**config.mk**
```make
export PLATFORM = sky130hd
export DESIGN_NAME = tevq_qualifier
export DESIGN_NICKNAME = d
export VERILOG_FILES = /design/src/tevq_pkg.sv /design/src/tevq_lid_if.sv /design/src/tevq_lid_compare.sv /design/src/tevq_qualifier.sv
export SDC_FILE = /design/constraint.sdc
export NUM_CORES = 1
export LEC_CHECK = 0
export BUFFER_PORTS_ARGS = -buffer_cell sky130_fd_sc_hd__buf_4
export CORE_MARGIN = 2
export CORE_UTILIZATION = 50
export DETAILED_ROUTE_END_ITERATION = 7
export PLACE_DENSITY = 0.78
export SLEW_MARGIN = 20
export SYNTH_ARGS = -nofsm -noshare
export SYNTH_HDL_FRONTEND = slang
export SYNTH_HIERARCHICAL = 1
export SYNTH_SLANG_ARGS = --single-unit
export TNS_END_PERCENT = 50
```
**constraint.sdc**
```tcl
create_clock -name clk_sys -period 4.45 [get_ports clk_sys]
set_input_delay 0.445 -clock clk_sys [delete_from_list [all_inputs] [get_ports clk_sys]]
set_output_delay 0.445 -clock clk_sys [all_outputs]
set_load 0.01 [all_outputs]
```
**src/tevq_pkg.sv**
```systemverilog
// Constants, register map and helper function of the touch event qualifier.
package tevq_pkg;

    // ------------------------------------------------------------------
    // Register offsets
    // ------------------------------------------------------------------
    localparam logic [7:0] TEVQ_OFS_TOUCH_IRQ_EN = 8'h27;
    localparam logic [7:0] TEVQ_OFS_GPIO_IRQ_EN  = 8'h28;
    localparam logic [7:0] TEVQ_OFS_SLEEP_SEL    = 8'h29;
    localparam logic [7:0] TEVQ_OFS_MULTI_CFG    = 8'h2A;
    localparam logic [7:0] TEVQ_OFS_LID_CFG      = 8'h2B;

    // ------------------------------------------------------------------
    // Reset values
    // ------------------------------------------------------------------
    localparam logic [7:0] TEVQ_RST_TOUCH_IRQ_EN = 8'hFF;
    localparam logic [7:0] TEVQ_RST_GPIO_IRQ_EN  = 8'h00;
    localparam logic [7:0] TEVQ_RST_SLEEP_SEL    = 8'h00;
    localparam logic [7:0] TEVQ_RST_MULTI_CFG    = 8'h82;
    localparam logic [7:0] TEVQ_RST_LID_CFG      = 8'h00;

    // ------------------------------------------------------------------
    // Field positions
    // ------------------------------------------------------------------
    localparam int TEVQ_BIT_GROUP_IRQ_EN   = 7;
    localparam int TEVQ_BIT_GROUP_SLEEP    = 7;
    localparam int TEVQ_BIT_BLOCK_EN       = 7;
    localparam int TEVQ_POS_BUTTON_THR     = 2;
    localparam int TEVQ_POS_GROUP_THR      = 0;
    localparam int TEVQ_BIT_LID_EN         = 7;
    localparam int TEVQ_BIT_PATTERN_SELECT = 1;
    localparam int TEVQ_BIT_LID_ALERT_EN   = 0;

    // Writable bits of the multi-touch and lid registers; the rest read as zero.
    localparam logic [7:0] TEVQ_MASK_MULTI_CFG = 8'h8F;
    localparam logic [7:0] TEVQ_MASK_LID_CFG   = 8'h83;

    // Number of buttons, grouped sensors and GPIO pins.
    localparam int TEVQ_NUM_BUTTONS = 7;
    localparam int TEVQ_NUM_GROUPED = 7;
    localparam int TEVQ_NUM_PINS    = 8;

    // Counts set bits of a sensor vector.
    function automatic logic [3:0] tevq_popcount(input logic [6:0] vec);
        logic [3:0] sum;
        sum = 4'h0;
        for (int i = 0; i < 7; i++)
        begin
            sum = sum + {3'h0, vec[i]};
        end
        return sum;
    endfunction

endpackage

```
**src/tevq_lid_if.sv**
```systemverilog
// Signals between the qualifier and its lid closure comparator.
`timescale 1ns/1ps
interface tevq_lid_if;
    logic [6:0] status1;
    logic [6:0] status2;
    logic [6:0] pattern1;
    logic [6:0] pattern2;
    logic       patternSelect;
    logic       hit;
    logic       patternsZero;

    modport owner
    (
        output status1, status2, pattern1, pattern2, patternSelect,
        input  hit, patternsZero
    );
    modport cmp
    (
        input  status1, status2, pattern1, pattern2, patternSelect,
        output hit, patternsZero
    );
endinterface

```
**src/tevq_lid_compare.sv**
```systemverilog
// Combinational lid closure pattern comparator.
`timescale 1ns/1ps
module tevq_lid_compare
    import tevq_pkg::*;
(
    tevq_lid_if.cmp lid
);

    // ------------------------------------------------------------------
    // Counts of set bits
    // ------------------------------------------------------------------
    wire  [3:0] statCnt1   = tevq_popcount(lid.status1);
    wire  [3:0] statCnt2   = tevq_popcount(lid.status2);
    wire  [3:0] patCnt1    = tevq_popcount(lid.pattern1);
    wire  [3:0] patCnt2    = tevq_popcount(lid.pattern2);
    wire  [4:0] statTotal  = {1'b0, statCnt1} + {1'b0, statCnt2};
    wire  [4:0] patTotal   = {1'b0, patCnt1} + {1'b0, patCnt2};

    // ------------------------------------------------------------------
    // Match decisions
    // ------------------------------------------------------------------
    wire        countHit   = (statCnt1 >= patCnt1) || (statCnt2 >= patCnt2)
                          || (statTotal >= patTotal);
    wire        exactHit   = ((lid.pattern1 & ~lid.status1) == 7'h00)
                          && ((lid.pattern2 & ~lid.status2) == 7'h00);

    assign lid.patternsZero = (lid.pattern1 == 7'h00) && (lid.pattern2 == 7'h00);
    assign lid.hit = !lid.patternsZero && (lid.patternSelect ? exactHit : countHit);

endmodule

```
**src/tevq_qualifier.sv**
```systemverilog
// Touch and GPIO event qualifier with sleep channel, multi-touch and lid closure control.
`timescale 1ns/1ps
// Functional notes
// - Group enable bit 7 (reset 1) lets up/down/tap/hold gestures raise the interrupt.
// - Seven button enables gate each button touch onto the interrupt; all seven reset set.
// - Eight GPIO enables, reset clear, gate GPIO status bits onto the interrupt.
// - Sleep channel select at 29h, reset 00h, picks sensors sampled in Sleep.
// - Group sleep bit samples grouped sensors in Sleep, their gestures still interrupt.
// - Per-button sleep bits sample that button in Sleep; unselected buttons stay silent.
// - Newly added sleep sensors may get one longer conversion, then normal cycles.
// - Blocking enabled (reset) accepts touches up to threshold until accepted ones release.
// - Button threshold 00..11 means 1..4 touches; exceeding it flags multi-touch.
// - Group threshold 00..11 means 2,3,4,1 touches; exceeding it flags multi-touch.
// - Lid enable (reset 0) combines lid status with patterns to flag lid events.
// - Pattern select clear compares counts of set bits, not bit positions.
// - Pattern select set flags when every pattern bit is also set in status.
// - Lid alert enable raises the alert pin on a lid closure event.
// - Enable registers 27h (FFh) and 28h (00h) decide which touch and GPIO events interrupt.
// - Count mode flags on button count, group count or total count reaching pattern.
// - Both patterns zero disable lid detection and clear the lid status bit.
module tevq_qualifier
    import tevq_pkg::*;
(
    // Clock and reset
    input  wire logic       clk_sys,
    input  wire logic       nrst,
    // Register port from the serial interface engine
    input  wire logic [7:0] regAddr,
    input  wire logic [7:0] regWrData,
    input  wire logic       regWrEn,
    input  wire logic       regRdEn,
    output logic      [7:0] regRdData,
    output logic            regHit,
    // Sensing results
    input  wire logic       sleepState,
    input  wire logic       conversionDone,
    input  wire logic [6:0] buttonTouch,
    input  wire logic [6:0] groupTouch,
    input  wire logic [3:0] groupGesture,
    input  wire logic [7:0] pinStatus,
    input  wire logic [6:0] lidStatus1,
    input  wire logic [6:0] lidStatus2,
    input  wire logic [6:0] lidPattern1,
    input  wire logic [6:0] lidPattern2,
    // Qualified results
    output logic      [6:0] buttonSample,
    output logic            groupedSample,
    output logic      [6:0] extendConversion,
    output logic      [6:0] buttonAccepted,
    output logic            buttonMultiTouch,
    output logic            groupMultiTouch,
    output logic            noiseIsLid,
    output logic            lidEvent,
    output logic            lidStatusClear,
    output logic            alertOut,
    output logic            irqOut
);

    // ------------------------------------------------------------------
    // Elaboration check
    // ------------------------------------------------------------------
    // The port widths are fixed, so the package counts must agree with them.
    if (TEVQ_NUM_BUTTONS != 7 || TEVQ_NUM_GROUPED != 7 || TEVQ_NUM_PINS != 8)
    begin : g_count_check
        $error("tevq_qualifier serves seven buttons, seven grouped sensors and eight pins only");
    end

    // ------------------------------------------------------------------
    // Configuration registers
    // ------------------------------------------------------------------
    logic [7:0] touchIrqEn_q;
    logic [7:0] pinIrqEn_q;
    logic [7:0] sleepSel_q;
    logic [7:0] multiCfg_q;
    logic [7:0] lidCfg_q;

    wire        hitTouch  = regAddr == TEVQ_OFS_TOUCH_IRQ_EN;
    wire        hitPin    = regAddr == TEVQ_OFS_GPIO_IRQ_EN;
    wire        hitSleep  = regAddr == TEVQ_OFS_SLEEP_SEL;
    wire        hitMulti  = regAddr == TEVQ_OFS_MULTI_CFG;
    wire        hitLid    = regAddr == TEVQ_OFS_LID_CFG;
    wire        hitAny    = hitTouch | hitPin | hitSleep | hitMulti | hitLid;

    wire  [7:0] rdMux     = hitTouch ? touchIrqEn_q
                          : hitPin   ? pinIrqEn_q
                          : hitSleep ? sleepSel_q
                          : hitMulti ? multiCfg_q
                          : hitLid   ? lidCfg_q
                          : 8'h00;

    // Each register has its own write strobe so that its update block stays small.
    wire        wrTouch   = regWrEn && hitTouch;
    wire        wrPin     = regWrEn && hitPin;
    wire        wrSleep   = regWrEn && hitSleep;
    wire        wrMulti   = regWrEn && hitMulti;
    wire        wrLid     = regWrEn && hitLid;

    always_ff @(posedge clk_sys)
    begin
        if (!nrst)
        begin
            touchIrqEn_q <= TEVQ_RST_TOUCH_IRQ_EN;
        end
        else if (wrTouch)
        begin
            touchIrqEn_q <= regWrData;
        end
    end

    always_ff @(posedge clk_sys)
    begin
        if (!nrst)
        begin
            pinIrqEn_q <= TEVQ_RST_GPIO_IRQ_EN;
        end
        else if (wrPin)
        begin
            pinIrqEn_q <= regWrData;
        end
    end

    always_ff @(posedge clk_sys)
    begin
        if (!nrst)
        begin
            sleepSel_q <= TEVQ_RST_SLEEP_SEL;
        end
        else if (wrSleep)
        begin
            sleepSel_q <= regWrData;
        end
    end

    always_ff @(posedge clk_sys)
    begin
        if (!nrst)
        begin
            multiCfg_q <= TEVQ_RST_MULTI_CFG;
        end
        else if (wrMulti)
        begin
            multiCfg_q <= regWrData & TEVQ_MASK_MULTI_CFG;
        end
    end

    always_ff @(posedge clk_sys)
    begin
        if (!nrst)
        begin
            lidCfg_q <= TEVQ_RST_LID_CFG;
        end
        else if (wrLid)
        begin
            lidCfg_q <= regWrData & TEVQ_MASK_LID_CFG;
        end
    end

    // Read data and hit flag are registered one cycle after the read strobe.
    always_ff @(posedge clk_sys)
    begin
        if (!nrst)
        begin
            regRdData <= 8'h00;
            regHit    <= 1'b0;
        end
        else if (regRdEn)
        begin
            regRdData <= rdMux;
            regHit    <= hitAny;
        end
    end

    // ------------------------------------------------------------------
    // Field decode
    // ------------------------------------------------------------------
    wire        groupIrqEn   = touchIrqEn_q[TEVQ_BIT_GROUP_IRQ_EN];
    wire  [6:0] buttonIrqEn  = touchIrqEn_q[6:0];
    wire        groupSleep   = sleepSel_q[TEVQ_BIT_GROUP_SLEEP];
    wire  [6:0] buttonSleep  = sleepSel_q[6:0];
    wire        blockEn      = multiCfg_q[TEVQ_BIT_BLOCK_EN];
    wire  [1:0] buttonThrFld = multiCfg_q[TEVQ_POS_BUTTON_THR +: 2];
    wire  [1:0] groupThrFld  = multiCfg_q[TEVQ_POS_GROUP_THR +: 2];
    wire        lidEn        = lidCfg_q[TEVQ_BIT_LID_EN];
    wire        patternSel   = lidCfg_q[TEVQ_BIT_PATTERN_SELECT];
    wire        lidAlertEn   = lidCfg_q[TEVQ_BIT_LID_ALERT_EN];

    wire  [3:0] buttonThr    = {2'b00, buttonThrFld} + 4'h1;
    wire  [3:0] groupThr     = (groupThrFld == 2'b11) ? 4'h1
                             : {2'b00, groupThrFld} + 4'h2;

    // ------------------------------------------------------------------
    // Sleep channel selection
    // ------------------------------------------------------------------
    wire  [6:0] buttonLive   = sleepState ? buttonSleep : 7'h7F;
    wire        groupLive    = sleepState ? groupSleep : 1'b1;
    wire  [6:0] buttonSeen   = buttonTouch & buttonLive;
    wire  [6:0] groupSeen    = groupTouch & {7{groupLive}};
    wire  [3:0] gestureSeen  = groupGesture & {4{groupLive}};
    wire  [6:0] newlyAdded   = regWrData[6:0] & ~buttonSleep;
    wire        groupAdded   = regWrData[TEVQ_BIT_GROUP_SLEEP] & ~groupSleep;
    wire        sleepRewrite = regWrEn && hitSleep && sleepState;

    logic [6:0] extend_q;
    logic [6:0] extend_d;

    // A sensor added during Sleep keeps its longer first conversion until a conversion ends in a cycle with no Sleep write to 29h.
    assign extend_d = sleepRewrite ? (extend_q | newlyAdded | {7{groupAdded}})
                    : conversionDone ? 7'h00
                    : extend_q;

    // ------------------------------------------------------------------
    // Multiple touch blocking
    // ------------------------------------------------------------------
    logic [3:0] prefixCnt [0:7];
    logic [6:0] firstTouches;

    assign prefixCnt[0] = 4'h0;

    genvar gi;
    generate
        for (gi = 0; gi < TEVQ_NUM_BUTTONS; gi++)
        begin : g_pick
            assign prefixCnt[gi + 1] = prefixCnt[gi] + {3'h0, buttonSeen[gi]};
            assign firstTouches[gi]  = buttonSeen[gi] && (prefixCnt[gi] < buttonThr);
        end
    endgenerate

    logic [6:0] accepted_q;
    logic [6:0] accepted_d;
    wire  [6:0] stillHeld   = accepted_q & buttonSeen;

    // While blocking, each accepted button drops out on its release; no new ones are taken until all are released.
    assign accepted_d = !blockEn            ? buttonSeen
                      : (stillHeld != 7'h00) ? stillHeld
                      : firstTouches;

    wire  [3:0] buttonCnt   = tevq_popcount(buttonSeen);
    wire  [3:0] groupCnt    = tevq_popcount(groupSeen);
    wire        buttonMulti = buttonCnt > buttonThr;
    wire        groupMulti  = groupCnt > groupThr;

    // ------------------------------------------------------------------
    // Lid closure comparison
    // ------------------------------------------------------------------
    tevq_lid_if lidBus ();

    assign lidBus.status1       = lidStatus1;
    assign lidBus.status2       = lidStatus2;
    assign lidBus.pattern1      = lidPattern1;
    assign lidBus.pattern2      = lidPattern2;
    assign lidBus.patternSelect = patternSel;

    tevq_lid_compare u_lid_compare
    (
        .lid (lidBus.cmp)
    );

    wire        lidFlag     = lidEn && lidBus.hit;
    wire        lidClear    = lidEn && lidBus.patternsZero;

    // ------------------------------------------------------------------
    // Interrupt qualification
    // ------------------------------------------------------------------
    wire        groupIrq    = groupIrqEn && (gestureSeen != 4'h0);
    wire        buttonIrq   = (accepted_d & buttonIrqEn) != 7'h00;
    wire        pinIrq      = (pinStatus & pinIrqEn_q) != 8'h00;
    wire        multiIrq    = blockEn && (buttonMulti || groupMulti);
    wire        lidIrq      = lidFlag && lidAlertEn;
    wire        irqAny      = groupIrq | buttonIrq | pinIrq | multiIrq | lidIrq;

    // ------------------------------------------------------------------
    // Output registers
    // ------------------------------------------------------------------
    always_ff @(posedge clk_sys)
    begin
        if (!nrst)
        begin
            extend_q      <= 7'h00;
            buttonSample  <= 7'h7F;
            groupedSample <= 1'b1;
        end
        else
        begin
            extend_q      <= extend_d;
            buttonSample  <= buttonLive;
            groupedSample <= groupLive;
        end
    end

    always_ff @(posedge clk_sys)
    begin
        if (!nrst)
        begin
            accepted_q <= 7'h00;
        end
        else
        begin
            accepted_q <= accepted_d;
        end
    end

    always_ff @(posedge clk_sys)
    begin
        if (!nrst)
        begin
            buttonMultiTouch <= 1'b0;
            groupMultiTouch  <= 1'b0;
        end
        else
        begin
            buttonMultiTouch <= buttonMulti;
            groupMultiTouch  <= groupMulti;
        end
    end

    always_ff @(posedge clk_sys)
    begin
        if (!nrst)
        begin
            noiseIsLid     <= 1'b0;
            lidEvent       <= 1'b0;
            lidStatusClear <= 1'b0;
            alertOut       <= 1'b0;
        end
        else
        begin
            noiseIsLid     <= lidEn;
            lidEvent       <= lidFlag;
            lidStatusClear <= lidClear;
            alertOut       <= lidIrq;
        end
    end

    always_ff @(posedge clk_sys)
    begin
        if (!nrst)
        begin
            irqOut <= 1'b0;
        end
        else
        begin
            irqOut <= irqAny;
        end
    end

    assign extendConversion = extend_q;
    assign buttonAccepted   = accepted_q;

endmodule

```
==> results by stage, run 1 <==
Run status:
- The run finished, with violations left.
- The checks that failed: setup timing.

STA:
- For the pin with the worst max-slew slack, the measured transition is 1.03 ns.
- Final hold analysis gives a worst-case slack of 0.366 ns.
- The number of setup violations in the final report is 1.
- The number of max-slew violations in the final report is 0.
- The total count of hold-check failures in the final report is 0.
- The period utilization is 106%.
- After layout, the worst setup slack is -0.248 ns.
- The upper clock frequency limit is 0.213 GHz.
- The final-layout setup total negative slack is -0.248 ns.
- The shortest period the worst path allows is 4.70 ns.
- The tightest slew margin relative to the limit is 31.2%.
- The clock skew after layout is 0.00793 ns.
- Setup repair after global routing could not meet its margin everywhere.

Synthesis:
- In the synthesized netlist the dominant register cell turns out to be dfxtp_1.
- Synthesis instantiated 68 different standard cells from the library.
- Sequential elements use 28.5% of the synthesized area.
- The share of flip-flops with an asynchronous set or reset after synthesis is 0%.
- The count of flip-flops with a built-in enable after synthesis is 0.
- The per-instance average area after synthesis is 8.75 um^2.
- Summing every instance area after synthesis gives 4910 um^2.
- The total of warnings raised by yosys is 6.
- The post-synthesis instance total is 562.
- The synthesized design contains 70 register bits.
- The synthesized net count is 704.

Detailed routing:
- In the final routed layout, each cell accounts on average for 16.9 um.
- For this block, the via count after detailed routing is 4667.
- The post-detailed-route count of antenna-violating nets is 0.
- In the routed layout, each cell is associated on average with a via count of 5.64.
- The violation count after the first detailed-route iteration is 283.
- The detailed-routing iteration count for the pre-antenna-repair pass is 5.
- The final wirelength is 14000 um.
- In the routed design, unresolved DRC markers number 0.

Global route:
- The number of antenna violations at the first check in global routing was 0.
- The first global-routing pass estimated 21400 um of wire.
- Entering global routing, the biggest net connects 31 pins.
- The number of global-route vias before repair was 4487.
- The total global routing track utilization is 26.0%.
- Summed over all layers, the global routing overflow is 0.

Clock tree:
- For this design, the sink count on the clock tree is 70.
- Buffers inserted during clock tree synthesis total 9.
- The cell chosen for the clock root is clkbuf_8.
- TritonCTS built the clock tree.
- The number of setup buffers added after CTS is 0.
- The number of hold buffers added after CTS was 0.
- The number of buffers on the longest clock path is 2.
- CTS built an H-tree with a depth of 3.
- The later pin in the worst-skew pair is clocked with a latency of 0.34 ns.
- After clock tree synthesis, the clock-pin slew on the worst setup and hold paths is 0.07 ns.

Floorplanning:
- The number of top-level pins is 114.
- The placeable core region is 9640 um^2.
- For this configuration, the core starts out at a cell density of 51.0%.
- The width of the chip is 103 um.
- The die outline area is 10600 um^2.
- The initialized floorplan defines 36 standard-cell rows.
- The floorplan step set the die height to 103 um.

Finish:
- After routing the design area is 6310 um^2.
- Leaving out fill and tap cells, the most frequent cell in the layout is buf_4.
- The post-layout net count is 832.
- The proportion of layout cells with a drive suffix above 1 is 27.3%.
- Relative to the synthesized area, the layout overhead comes to 28.4%.
- 0 antenna diodes ended up in the layout.
- The final-layout fill cell count is 821.
- The library cells used most frequently in the layout, excluding fill and tap cells, are 136 x buf_4, 72 x inv_1, 70 x dfxtp_1.

Worst setup path:
- The end of the worst register-to-register path is irqOut.
- The worst setup path is captured at a flip-flop.
- Data on the critical path arrives at its endpoint at 4.88 ns.
- The worst register-to-register path has a setup slack of 0.30 ns.
- The launching element type of the critical path is a primary input.
- The worst setup path is of the in2reg kind.
- The worst register-to-register path has a depth of 14.
- In this run the critical register-to-register path is launched from sleepSel_q[2].
- The largest fanout of any net on the critical path is 2.
- At the worst endpoint, the required time is 4.63 ns.

Power and ir drop:
- In this run the static leakage power is 2.97 nW.
- The ratio of total power to cell area is 329 nW/um^2.
- Power comes to 2.07 mW.
- The maximum resistive drop on vdd is 255 uV.

Job:
- The count of maximum capacitance violations is 0.

Min path:
- The source of the worst hold timing path is sleepState.
- The class of the tightest hold or removal check is in2reg.
- Along the worst hold path, the cell count comes to 2.
- The worst hold path terminates at buttonSample[5].

Placement:
- The placer congestion estimate is 0.931.
- The HPWL after detailed placement is 11100 um.
- Summing all placed instances gives a cell area of 6040 um^2.
- Buffers placed on the I/O ports in this run total 113.
## registers in the layout (all words and copies together) (netlist names)
register and cells:
alertOut 1, regHit 1, buttonSample 7, sleepSel_q 8, irqOut 1, pinIrqEn_q 8
touchIrqEn_q 8, extendConversion 7, noiseIsLid 1, lidEvent 1, regRdData 8, buttonAccepted 7
lidCfg_q 3, multiCfg_q 5, lidStatusClear 1, groupMultiTouch 1, groupedSample 1, buttonMultiTouch 1
## cells in the mapped netlist, drive strengths merged (10+ instances only)
cell type	count	share of area, %
inv	75	5.7
dfxtp	70	29
nand2	54	4.3
ha	43	11
nor2	32	2.9
a21oi	30	3.1
nand3	29	3.0
o21ai	25	2.8
fa	23	9.4
clkbuf	15	1.1
and2	14	1.8
mux2i	11	2.2
nand2b	10	1.3
## area by class of cell
type	count	area (um^2)	share of cell area (%)
Clock buffer	12	135	2.14
Clock inverter	4	95.1	1.51
Inverter	75	282	4.46
Multi-Input combinational cell	396	3190	50.5
Sequential cell	70	1400	22.2
Tap cell	133	166	2.64
Timing Repair Buffer	138	1040	16.5
## stage by stage
step           setup slack (ns)  utilization, %  cells
2_1_floorplan            -0.359               -    562
3_3_place_gp             -0.644            62.6    812
3_5_place_dp             -0.742            62.6    812
4_1_cts                  -0.262            65.2    828
5_1_grt                  -0.418            65.4    828
6_report                 -0.248            65.4    828
## routing by layer
metal | vias up | track usage, % | wire, um
met5 | - | 0 | 0
met2 | 207 | 44.2 | 6830
li1 | 2197 | - | -
met1 | 2217 | 32.5 | 5680
met4 | 0 | 11.4 | 550
met3 | 46 | 4.41 | 912
## worst max-delay path by stage
stage,startpoint,to
2_1_floorplan,lidStatus1[0],irqOut
3_3_place_gp,lidStatus1[0],irqOut
4_1_cts,lidStatus1[0],irqOut
6_report,lidStatus2[0],irqOut
3_5_place_dp,lidStatus1[0],irqOut
5_1_grt,lidStatus2[0],irqOut
## cell families after synthesis
group	Yosys count	share of synthesized area [%]
flops	70	28.5
buf+inv	96	7.56
compound gates	123	17.4
mux	14	3.62
fa+ha+maj	66	20.3
xor+xnor	11	2.52
simple gates	182	20.0
## power by group
part | switching [mW] | internal [mW]
Sequential | 0.0106 | 0.643
Combinational | 0.401 | 0.415
Clock | 0.230 | 0.372
Total | 0.641 | 1.43
## critical path, stage by stage
cell	delay (ns)
buf_6	0.10
fa_1	0.53
inv_1	0.06
fa_1	0.45
fa_2	0.35
fa_1	0.51
inv_1	0.08
ha_4	0.23
a21o_1	0.17
a21o_1	0.15
ha_2	0.17
or4_4	0.50
a221oi_4	0.23
a221oi_2	0.12
nand3_1	0.11
nand3_1	0.08
a2111o_1	0.30
a311oi_2	0.19
a31oi_1	0.10
## what timing repair did
item,4_1_cts,5_1_grt
endpoints found under the setup margin,1,1
pin swaps,5,0
resized for setup,3,5
No activity file was read; power rests on OpenSTA's default activity.
==> inputs of run 2 (changes only) <==
--- a/config.mk
+++ b/config.mk
@@ -8,2 +8,3 @@
 export BUFFER_PORTS_ARGS = -buffer_cell sky130_fd_sc_hd__buf_4
+export CORE_ASPECT_RATIO = 0.9
 export CORE_MARGIN = 2
@@ -17,2 +18,2 @@
 export SYNTH_SLANG_ARGS = --single-unit
-export TNS_END_PERCENT = 50
+export TNS_END_PERCENT = 10
--- a/constraint.sdc
+++ b/constraint.sdc
@@ -3,2 +3,2 @@
 set_output_delay 0.445 -clock clk_sys [all_outputs]
-set_load 0.01 [all_outputs]
+set_load 0.05 [all_outputs]
==> results by stage, run 2 (synthesis gave the netlist of run 1 again) <==
Run status:
- The flow ran to the end, but the final reports show violations.
- The checks that failed: setup timing.

Placement:
- The quantity of I/O buffers inserted on ports is 113 (unchanged).
- The placer congestion estimate is 0.944 (+1.3%).
- The final HPWL from detailed placement is 11400 um (+2.8%).
- The cell area after placement is 6010 um^2 (-0.39%).

Clock tree:
- The number of CTS-inserted buffers was 9 (unchanged).
- The clock slew seen by the registers of the worst setup and hold paths is 0.08 ns (about the same).
- The CTS tree is done.
- The number of setup buffers added after CTS is 0 (unchanged).
- The cts-stage hold buffer count is 0 (unchanged).
- The count of H-tree levels built during CTS is 3 (unchanged).
- Clock tree synthesis selected as its root buffer the cell clkbuf_8.
- The number of clock sinks seen by CTS is 70 (unchanged).
- The number of buffers on the longest clock path is 2 (unchanged).
- The source-to-sink clock delay at the later pin of the worst-skew pair came to 0.36 ns (+0.02 ns).

Worst setup path:
- The depth of the worst register-to-register path is 14 (unchanged).
- The worst setup path is captured at a flip-flop.
- The endpoint required time on the critical path is 4.64 ns (about the same).
- The worst reg2reg path startpoint is sleepSel_q[2].
- The largest fanout of any net on the critical path is 2 (unchanged).
- The arrival time reported for the critical path endpoint is 4.86 ns (-0.02 ns).
- The end of the worst register-to-register path is irqOut.
- STA classifies the critical path startpoint as a primary input.
- The flop-to-flop setup slack is 0.34 ns (+0.04 ns).
- The worst setup path is of the in2reg kind.

Detailed routing:
- The final wirelength was 14200 um (+1.8%).
- The count of vias placed by the detailed router is 4573 (-2.0%).
- The post-detailed-route count of antenna-violating nets is 0 (unchanged).
- The total DRC errors in the routed layout is 0 (unchanged).
- The mean routed wirelength per cell came to 17.4 um (+2.9%).
- The violation count after the first detailed-route iteration is 264 (-6.7%).
- The routed via count divided by cell count is 5.58 (-0.94%).
- The detailed-routing iteration count for the pre-antenna-repair pass came to 5 (unchanged).

STA:
- The final critical-path setup slack is -0.210 ns (+0.0372 ns).
- The number of setup violations in the final report is 1 (unchanged).
- Setup repair after global routing could not meet its margin everywhere.
- The upper clock frequency limit is 0.215 GHz (+0.80%).
- The total count of hold-check failures in the final report was 0 (unchanged).
- The number of max-slew violations in the final report is 0 (unchanged).
- The actual slew at the worst max-slew pin was 1.02 ns (-0.0133 ns).
- The period utilization came to 105% (-0.84 points).
- The shortest period the worst path allows is 4.66 ns (-0.0372 ns).
- The tightest slew margin relative to the limit came to 32.1% (+0.89 points).
- The clock skew after layout is 0.0144 ns (+0.00646 ns).

Job:
- The count of maximum capacitance violations came to 0 (unchanged).

Floorplanning:
- The width of the chip is 109 um (+5.2%).
- The starting density of the core is 51.1% (+0.13 points).
- The placeable core region is 9610 um^2 (-0.26%).
- The vertical die dimension is 98.1 um (-4.9%).
- The number of top-level pins is 114 (unchanged).
- The floorplan row count is 34 (-5.6%).
- The die outline area was 10600 um^2 (about the same).

Finish:
- The total non-filler cell area in the finished layout is 6210 um^2 (-1.6%).
- The commonest non-fill, non-tap cell in the layout is buf_4.
- The proportion of layout cells with a drive suffix above 1 is 27.3% (-0.065 points).
- In the layout the commonest cells are 134 x buf_4, 73 x inv_1, 70 x dfxtp_1.
- The post-layout net count is 830 (-0.24%).
- The diode insertion count for antenna repair is 0 (unchanged).
- The post-synthesis to final-layout area growth is 26.3%.

Power and ir drop:
- The maximum resistive drop on vdd is 212 uV (-17%).
- The overall power consumption is 1.98 mW (-4.6%).
- The ratio of total power to cell area is 318 nW/um^2 (-3.1%).
- The standby leakage power is 2.94 nW (-1.2%).

Min path:
- The startpoint identified for the worst hold timing path is sleepState.
- The worst hold path terminates at buttonSample[5].
- The count of cells along the worst hold path is 2 (unchanged).
- The class of the tightest hold or removal check is in2reg.

Global route:
- The number of global-route vias before repair is 4612 (+2.8%).
- The number of antenna violations at the first check in global routing is 0 (unchanged).
- The sum of overflow across all layers after global routing is 0 (unchanged).
- The wire length of the first global-routing pass is 23100 um (+8.3%).
- The total global routing track utilization is 27.7% (+1.7 points).
- The largest net degree at the start of global routing is 31 (unchanged).
run 2: cell types whose count changed in the layout (fill, tap and decap cells not counted), sizes merged:
cell | before | now
bufinv | 3 | 0
clkbuf | 12 | 9
inv | 75 | 78
buf | 138 | 136
clkinvlp | 0 | 2
clkinv | 1 | 2
run 2: routing by layer:
metal	track usage, %	vias up	routed length (um)
li1	-	2187	-
met1	37.0	2160	5810
met4	6.80	0	264
met5	0	-	0
met2	46.0	193	7000
met3	5.34	33	1160
run 2: worst max path at each step:
stage / start / endpoint / slack [ns] / depth (start not counted)
3_5_place_dp: lidStatus1[0] / irqOut / -0.70 / 19
5_1_grt: lidStatus2[0] / irqOut / -0.37 / 19
3_3_place_gp: lidStatus1[0] / irqOut / -0.64 / 19
2_1_floorplan: lidStatus1[0] / irqOut / -0.36 / 18
4_1_cts: lidStatus2[0] / irqOut / -0.24 / 19
6_report: lidStatus2[0] / irqOut / -0.21 / 19
run 2: what timing repair did:
item	CTS	global route
pin swaps	4	1
resized for setup	4	1
endpoints found under the setup margin	1	1
gates cloned	0	0
endpoints found under the hold margin	0	0
run 2: cell type report:
class | count | area [um^2]
fill | 828 | 3410
multi-input combinational | 396 | 3160
sequential | 70 | 1400
timing repair buffer | 136 | 1030
inverter | 75 | 282
tap | 126 | 158
clock buffer | 9 | 124
clock inverter | 7 | 55.1
run 2: critical path: stages:
cell and delay [ns]:
buf_6 0.10, fa_1 0.52, inv_1 0.05, fa_1 0.45, fa_2 0.35, fa_1 0.53
inv_2 0.05, ha_1 0.28, a21o_1 0.18, a21o_1 0.17, ha_2 0.18, or4_4 0.47
a221oi_2 0.20, a221oi_2 0.10, nand3_1 0.12, nand3_2 0.07, a2111o_1 0.28, a311oi_1 0.20
a31oi_1 0.10
run 2: through the flow:
step | setup WS (ns) | TNS, ns | hold WS, ns | util (%) | instances
2_1_floorplan | -0.359 | -0.359 | 0.446 | - | 562
3_3_place_gp | -0.638 | -0.835 | 0.459 | 62.6 | 803
3_5_place_dp | -0.705 | -1.00 | 0.459 | 62.6 | 803
4_1_cts | -0.245 | -0.245 | 0.355 | 64.5 | 819
5_1_grt | -0.372 | -0.372 | 0.360 | 64.6 | 819
6_report | -0.210 | -0.210 | 0.361 | 64.6 | 819
run 2: power breakdown:
part	internal [mW]	switching (mW)	leakage (nW)
registers	0.643	0.0104	0.569
clock network	0.208	0.267	0.0866
logic	0.405	0.444	2.28
